==> config.mk <==
export PLATFORM = sky130hd
export DESIGN_NAME = cic_core_interrupt_control
export DESIGN_NICKNAME = d
export VERILOG_FILES = /design/src/core/cic_pkg.sv /design/src/core/cic_core_interrupt_control.sv
export SDC_FILE = /design/constraint.sdc
export NUM_CORES = 1
export LEC_CHECK = 0
export BUFFER_PORTS_ARGS = -buffer_cell sky130_fd_sc_hd__buf_2
export CORE_ASPECT_RATIO = 0.8
export CORE_MARGIN = 2
export CORE_UTILIZATION = 42
export CTS_BUF_LIST = sky130_fd_sc_hd__clkbuf_16
export CTS_CLUSTER_DIAMETER = 60
export CTS_CLUSTER_SIZE = 8
export DETAILED_ROUTE_END_ITERATION = 6
export PLACE_DENSITY_LB_ADDON = 0.05
export SLEW_MARGIN = 5
export SYNTH_ARGS = -nofsm -noshare
export SYNTH_HDL_FRONTEND = slang
export SYNTH_SLANG_ARGS = --single-unit
==> constraint.sdc <==
create_clock -name pclk -period 1.2 [get_ports pclk]
set_input_delay 0.24 -clock pclk [delete_from_list [all_inputs] [get_ports pclk]]
set_output_delay 0.24 -clock pclk [all_outputs]
set_load 0.02 [all_outputs]
==> src/core/cic_pkg.sv <==
// package for the interrupt control block: offsets, bit positions, reset values
// assumes an apb slave with 32-bit data and one register per aligned word
package cic_pkg;
    // ----------------------------------------
    // register map
    // ----------------------------------------
    localparam logic [7:0] CTRL_OFFSET = 8'h00;
    localparam logic [7:0] STAT_OFFSET = 8'h04;
    localparam logic [7:0] MASK_OFFSET = 8'h08;
    // ----------------------------------------
    // interrupt_control bit positions
    // ----------------------------------------
    localparam int GIE_BIT = 7;
    localparam int PERIPHERAL_IRQ_ENABLE_BIT = 6;
    localparam int T0IE_BIT = 5;
    localparam int EXIE_BIT = 4;
    localparam int PCIE_BIT = 3;
    localparam int T0F_BIT = 2;
    localparam int EXF_BIT = 1;
    localparam int PCF_BIT = 0;
    localparam logic [7:0] CTRL_RESET = 8'h00;
    // ----------------------------------------
    // event status / mask layout
    // ----------------------------------------
    localparam int EV_T0 = 0;
    localparam int EV_EX = 1;
    localparam int EV_PC = 2;
    localparam int EV_PERIPH = 3;
    localparam logic [3:0] STAT_RESET = 4'h0;
    localparam logic [3:0] MASK_RESET = 4'h0;

    typedef struct packed {
        logic timer0_wrap;
        logic ext_edge;
        logic [3:0] upper_port_pins;
    } cic_src_s;
endpackage

==> src/core/cic_core_interrupt_control.sv <==
// interrupt control register with enables, flags and the request to the core
// assumes apb master on pclk; pin inputs are asynchronous, timer0_wrap and
// periph_irq come from logic on pclk
//
// Local design decisions: the APB interface to the registers and the register addresses.
`timescale 1ns/10ps
`default_nettype none
module cic_core_interrupt_control (
    input wire logic pclk,
    input wire logic presetn,
    input wire logic clk_en,
    input wire logic psel,
    input wire logic penable,
    input wire logic pwrite,
    input wire logic [7:0] paddr,
    input wire logic [31:0] pwdata,
    output logic [31:0] prdata,
    output logic pready,
    output logic pslverr,
    input wire cic_pkg::cic_src_s src,
    input wire logic periph_irq,
    output logic core_irq_req,
    output logic irq
);
    // ----------------------------------------
    // declarations
    // ----------------------------------------
    // pin side: bit 0 external pin, bits 4:1 upper port pins
    logic [4:0] pin_raw;
    logic [4:0] sync1;
    logic [4:0] sync2;
    logic [4:0] last;
    logic [3:0] pin_toggle;
    logic ext_event;
    logic port_event;

    // bus side
    logic acc;
    logic setup_rd;
    logic sel_ctrl;
    logic sel_stat;
    logic sel_mask;
    logic wr_ctrl;
    logic wr_stat;
    logic wr_mask;

    // interrupt_control: enables 7:3, flags 2:0
    logic [4:0] en_q;
    logic [2:0] flag_q;
    logic [2:0] flag_set;
    logic [7:0] ctrl;

    // request terms
    logic [2:0] src_term;
    logic periph_term;
    logic next_req;

    // status and mask
    logic [3:0] events;
    logic [3:0] stat_clr;
    logic [3:0] stat;
    logic [3:0] mask;

    // read path
    logic [31:0] next_rdata;

    // ----------------------------------------
    // pin synchronisers and edge detection
    // ----------------------------------------
    assign pin_raw = {src.upper_port_pins, src.ext_edge};

    // two flops per pin before any logic reads it
    for (genvar i = 0; i < 5; i++) begin : g_pin
        always_ff @(posedge pclk or negedge presetn) begin
            if (!presetn) begin
                sync1[i] <= 1'b0;
                sync2[i] <= 1'b0;
                last[i] <= 1'b0;
            end else if (clk_en) begin
                sync1[i] <= pin_raw[i];
                sync2[i] <= sync1[i];
                last[i] <= sync2[i];
            end
        end
    end

    // idle pins reset low, so no false edge after reset
    assign ext_event = sync2[0] && !last[0];
    assign pin_toggle = sync2[4:1] ^ last[4:1];
    assign port_event = |pin_toggle;

    // ----------------------------------------
    // apb decode
    // ----------------------------------------
    // zero wait states: each access ends in its first access cycle
    assign acc = psel && penable;
    assign setup_rd = psel && !penable && !pwrite;
    assign pready = 1'b1;

    always_comb begin
        sel_ctrl = 1'b0;
        sel_stat = 1'b0;
        sel_mask = 1'b0;
        if (paddr == cic_pkg::CTRL_OFFSET) begin
            sel_ctrl = 1'b1;
        end else if (paddr == cic_pkg::STAT_OFFSET) begin
            sel_stat = 1'b1;
        end else if (paddr == cic_pkg::MASK_OFFSET) begin
            sel_mask = 1'b1;
        end
    end

    // unmapped address: error, nothing written
    assign pslverr = acc && !(sel_ctrl || sel_stat || sel_mask);

    assign wr_ctrl = acc && pwrite && pready && sel_ctrl;
    assign wr_stat = acc && pwrite && pready && sel_stat;
    assign wr_mask = acc && pwrite && pready && sel_mask;

    // ----------------------------------------
    // interrupt_control: enable bits
    // ----------------------------------------
    // global, peripheral-group and three source enables
    always_ff @(posedge pclk or negedge presetn) begin
        if (!presetn) begin
            en_q <= cic_pkg::CTRL_RESET[7:3];
        end else if (clk_en && wr_ctrl) begin
            en_q <= pwdata[7:3];
        end
    end

    // ----------------------------------------
    // interrupt_control: sticky source flags
    // ----------------------------------------
    // bit 2 timer0 wrap, bit 1 external pin, bit 0 port change
    assign flag_set = {src.timer0_wrap, ext_event, port_event};

    // event beats a same-cycle software write, so none is lost
    for (genvar f = 0; f < 3; f++) begin : g_flag
        always_ff @(posedge pclk or negedge presetn) begin
            if (!presetn) begin
                flag_q[f] <= cic_pkg::CTRL_RESET[f];
            end else if (clk_en) begin
                if (flag_set[f]) begin
                    flag_q[f] <= 1'b1;
                end else if (wr_ctrl) begin
                    flag_q[f] <= pwdata[f];
                end
            end
        end
    end

    assign ctrl = {en_q, flag_q};

    // ----------------------------------------
    // request to the core
    // ----------------------------------------
    // a source counts only while its own enable is set
    assign src_term = en_q[2:0] & flag_q;

    // peripheral requests need the group enable
    assign periph_term = en_q[3] && periph_irq;

    // en_q[4] is the global enable
    always_comb begin
        next_req = en_q[4] && ((|src_term) || periph_term);
    end

    always_ff @(posedge pclk or negedge presetn) begin
        if (!presetn) begin
            core_irq_req <= 1'b0;
        end else if (clk_en) begin
            core_irq_req <= next_req;
        end
    end

    // ----------------------------------------
    // sticky event status
    // ----------------------------------------
    // bit 0 timer0, bit 1 ext pin, bit 2 port change, bit 3 peripheral
    assign events = {periph_irq, port_event, ext_event, src.timer0_wrap};

    // write one to clear
    assign stat_clr = wr_stat ? pwdata[3:0] : 4'h0;

    // set wins over a clear in the same cycle
    for (genvar s = 0; s < 4; s++) begin : g_stat
        always_ff @(posedge pclk or negedge presetn) begin
            if (!presetn) begin
                stat[s] <= cic_pkg::STAT_RESET[s];
            end else if (clk_en) begin
                if (events[s]) begin
                    stat[s] <= 1'b1;
                end else if (stat_clr[s]) begin
                    stat[s] <= 1'b0;
                end
            end
        end
    end

    // ----------------------------------------
    // mask and interrupt line
    // ----------------------------------------
    always_ff @(posedge pclk or negedge presetn) begin
        if (!presetn) begin
            mask <= cic_pkg::MASK_RESET;
        end else if (clk_en && wr_mask) begin
            mask <= pwdata[3:0];
        end
    end

    // level, high while any unmasked status bit is set
    assign irq = |(stat & mask);

    // ----------------------------------------
    // read data
    // ----------------------------------------
    // unmapped reads return zero
    always_comb begin
        next_rdata = 32'h0000_0000;
        if (sel_ctrl) begin
            next_rdata = {24'h000000, ctrl};
        end else if (sel_stat) begin
            next_rdata = {28'h0000000, stat};
        end else if (sel_mask) begin
            next_rdata = {28'h0000000, mask};
        end
    end

    // captured in the setup cycle, held until the next read
    always_ff @(posedge pclk or negedge presetn) begin
        if (!presetn) begin
            prdata <= 32'h0000_0000;
        end else if (clk_en && setup_rd) begin
            prdata <= next_rdata;
        end
    end
endmodule
`default_nettype wire

==> impl_results.md <==
* Crit Path Category: flip-flop to output pin
* R2r endpoint: ctrl[0]$_DFFE_PN0P_
* Hold Path Origin: pwdata[0]
* Required time of the critical path at 0.96 ns
* Slack of the worst reg-to-reg path at -0.02 ns
* Post-synthesis cell type count at 38
* Reg-to-reg critical path startpoint: sync2[3]$_DFFE_PN0P_
* Overall die height at 65.9 um
* Asr flop ratio synth at 100%
* Detailed-route via count at between 1500 and 2000
* Main synth FF type: dfrtp_1
* CP max FO at 2
* Hold Crit Depth at 2
* Area taken by multi-input logic gates at 1000 um^2
* VDD IR-drop max at around 740 uV
* Post-synthesis xor/xnor area fraction at 1.74%
* Worst hold-check path type: input port to flip-flop
* P_leak at 1.35 nW
* Hpwl dp at 3440 um
* Number of CTS-inserted buffers at 5
* Critical Path End Type: output pin
* Syn Inst Count at 177
* Clk pin slew, worst setup/hold paths at 0.05 ns
* Max Fclk at 0.730 GHz
* Period minus WS final at 1.37 ns
* Register area at 1000 um^2
* Post-route setup slack at -0.169 ns
* Most common cell after layout, fill and taps aside: dfrtp_1
* Finished Core Util at 60.4%
* Worst skew pair latency at 0.28 ns
* Die W at slightly above 80 um
* Synth top area cells: dfrtp_1, mux2_2, buf_4, a22o_1, nor2b_1
* Hold Crit Endpoint: stat[0]$_DFFE_PN0P_
* Setup violators final at 21
* Fin area at 2780 um^2
* Mux contribution to synthesized area at around 13%
* Startpoint types: flip-flop
* Routability cong. at 0.835
* Io pins at 89
* Ant. Diodes at 0
* Cells along the critical path: a22oi_2 -> nand2_2 -> buf_6
* Routed Wire Length at about 4600 um
* Initial antenna violation count at 0
* Post-synthesis sequential area ratio at 49.8%
* P per Cell Area at approximately 1200 nW/um^2
* GRT Total Usage at 18.5%
* RSZ-0062 raised after global routing: true
* Clk root buf: clkbuf_16
* Max-Cap Viols at 0
* Buffers on Ports at 39
* # clock sinks at 40
* Residual DRC at 0
* Worst path max stage delay at a little over 0.4 ns
* Mean Syn Cell Area at 11.4 um^2
* Wire per inst at 14.7 um
* CTS tree: yes
* Failing checks: negative setup slack
* Largest family of logic cells by synthesized area: multiplexers
* Mapped Area at 2010 um^2
* Die area at around 5400 um^2
* Yosys top cell area share at 49.8%
* Initial core utilization at between 40 and 50%
* Max H-tree Level at 2
* Vias in the first global route at 1471
* Detailed-route vias per instance at slightly above 5
* DP Worst Slack at -0.406 ns
* Simple-gate share of the synthesized area at 12.7%
* Layout net count at 305
* Layout cells sized above 1 at 51.0%
* P&R area growth vs syn at 38.1%
* Area leader, netlist: dfrtp_1
* Initial DRT Pass Iterations at 4
* DRT iter0 DRCs at 82
* Critical Path Slowest Stage Cell: dfrtp_1
* Placed cell area at 2420 um^2
* Final ANT Viol Nets at 0
* Compound-Gate Fraction of Synth Area at roughly a tenth
* R2R cell count at 4
* Sum of negative setup slack at -1.66 ns
* Outcome: finished, violations left
* Period utilization at 114%
* Area of the core at 4600 um^2
* Post-synth EDFFs at 0
* Final-layout fill cell count at 366
* GRT overflow at 0
* CTS max path bufs at 2
* Final Max Tran Viols at 0
* Most frequent cells in the layout: dfrtp_1, buf_4, buf_2
* Register bit count reported by yosys at 40
* Yosys warns at 0
* Adder-cell area share of the yosys netlist at 0%
* Final worst clock skew at a little under 0.008 ns
* Largest net degree at the start of global routing at 41
* First-pass GRT wire length at 7360 um
* Worst EP arrival at roughly 1.1 ns
* Final Power at 0.00325 W
* Row count at 22
* Endpoints failing hold at 0
==> critical path, delay by kind of cell, from the launching register on <==
family          cells  cell delay, ns
flops               1            0.41
simple gates        1            0.10
buf+inv             1            0.14
compound gates      1            0.20
==> stage by stage <==
| step | cells | hold slack [ns] |
|---|---|---|
| 3_5_place_dp | 295 | 0.229 |
| 2_1_floorplan | 200 | -0.0556 |
| 6_report | 313 | 0.184 |
| 4_1_cts | 310 | 0.184 |
| 5_1_grt | 313 | 0.198 |
| 3_3_place_gp | 295 | 0.222 |
==> registers in the layout (all words and copies together) (netlist names) <==
register,cells
core_irq_req,1
ctrl,3
en_q,5
last,5
mask,4
prdata,8
stat,4
sync1,5
sync2,5
==> how the worst max path moves through the flow <==
| stage | startpoint | depth (start not counted) | end |
|---|---|---|---|
| after floorplan | paddr[5] | 4 | prdata[0]$_DFFE_PN0P_ |
| after global placement | paddr[5] | 4 | stat[0]$_DFFE_PN0P_ |
| after detailed placement | paddr[1] | 5 | prdata[0]$_DFFE_PN0P_ |
| after CTS | mask[1]$_DFFE_PN0P_ | 3 | irq |
| after global routing | paddr[6] | 6 | mask[0]$_DFFE_PN0P_ |
| final | stat[1]$_DFFE_PN0P_ | 3 | irq |
==> synth_stat cells, drive strengths merged (5+ instances only) <==
cell	instances
dfrtp	40
nand2b	5
buf	26
clkbuf	6
a22o	5
o21ai	6
mux2	24
nand2	9
nor2b	6
==> report_power, final <==
part / leakage [nW] / total (W) / internal, W / switching, W
Combinational: 0.793 / 0.000518 / 0.000246 / 0.000273
Sequential: 0.488 / 0.00148 / 0.00143 / 0.0000480
Clock: 0.0687 / 0.00125 / 0.000754 / 0.000496
Total: 1.35 / 0.00325 / 0.00243 / 0.000816
==> per-layer routing <==
metal | share of wire [%] | vias up | routed length [um] | global-route usage [%]
met1 | 48 | 765 | 2180 | 27.8
li1 | - | 743 | - | -
met4 | 0.48 | 0 | 22 | 5.08
met3 | 6.6 | 2 | 304 | 3.83
met5 | 0 | - | 0 | 0
met2 | 45 | 64 | 2080 | 26.9
==> area by class of cell <==
type | count | area share [%]
clock buffers | 5 | 4.51
clock inverters | 3 | 0.541
inverters | 4 | 0.541
multi-input cells | 124 | 36.2
flip-flops and latches | 40 | 36.1
well taps | 60 | 2.70
repair buffers | 77 | 19.5
==> timing repair <==
action                                  in CTS  in global routing
hold endpoints to repair                    40                  0
hold buffers                                 1                  0
endpoints found under the setup margin      25                 23
cloned                                       0                  0
pin swaps                                    8                 10
gates resized for setup                     16                 15
setup buffers                                6                  3
==> cells by family (layout without fill, tap and decap cells) <==
logic type / Yosys count / after routing
flip-flops: 40 / 40
XOR/XNOR: 4 / 4
other: 2 / 25
multiplexers: 24 / 24
AND/OR/NAND/NOR: 42 / 42
AO/OA/AOI/OAI: 29 / 29
buffers and inverters: 36 / 89
Power figures use the tool's default switching activity.
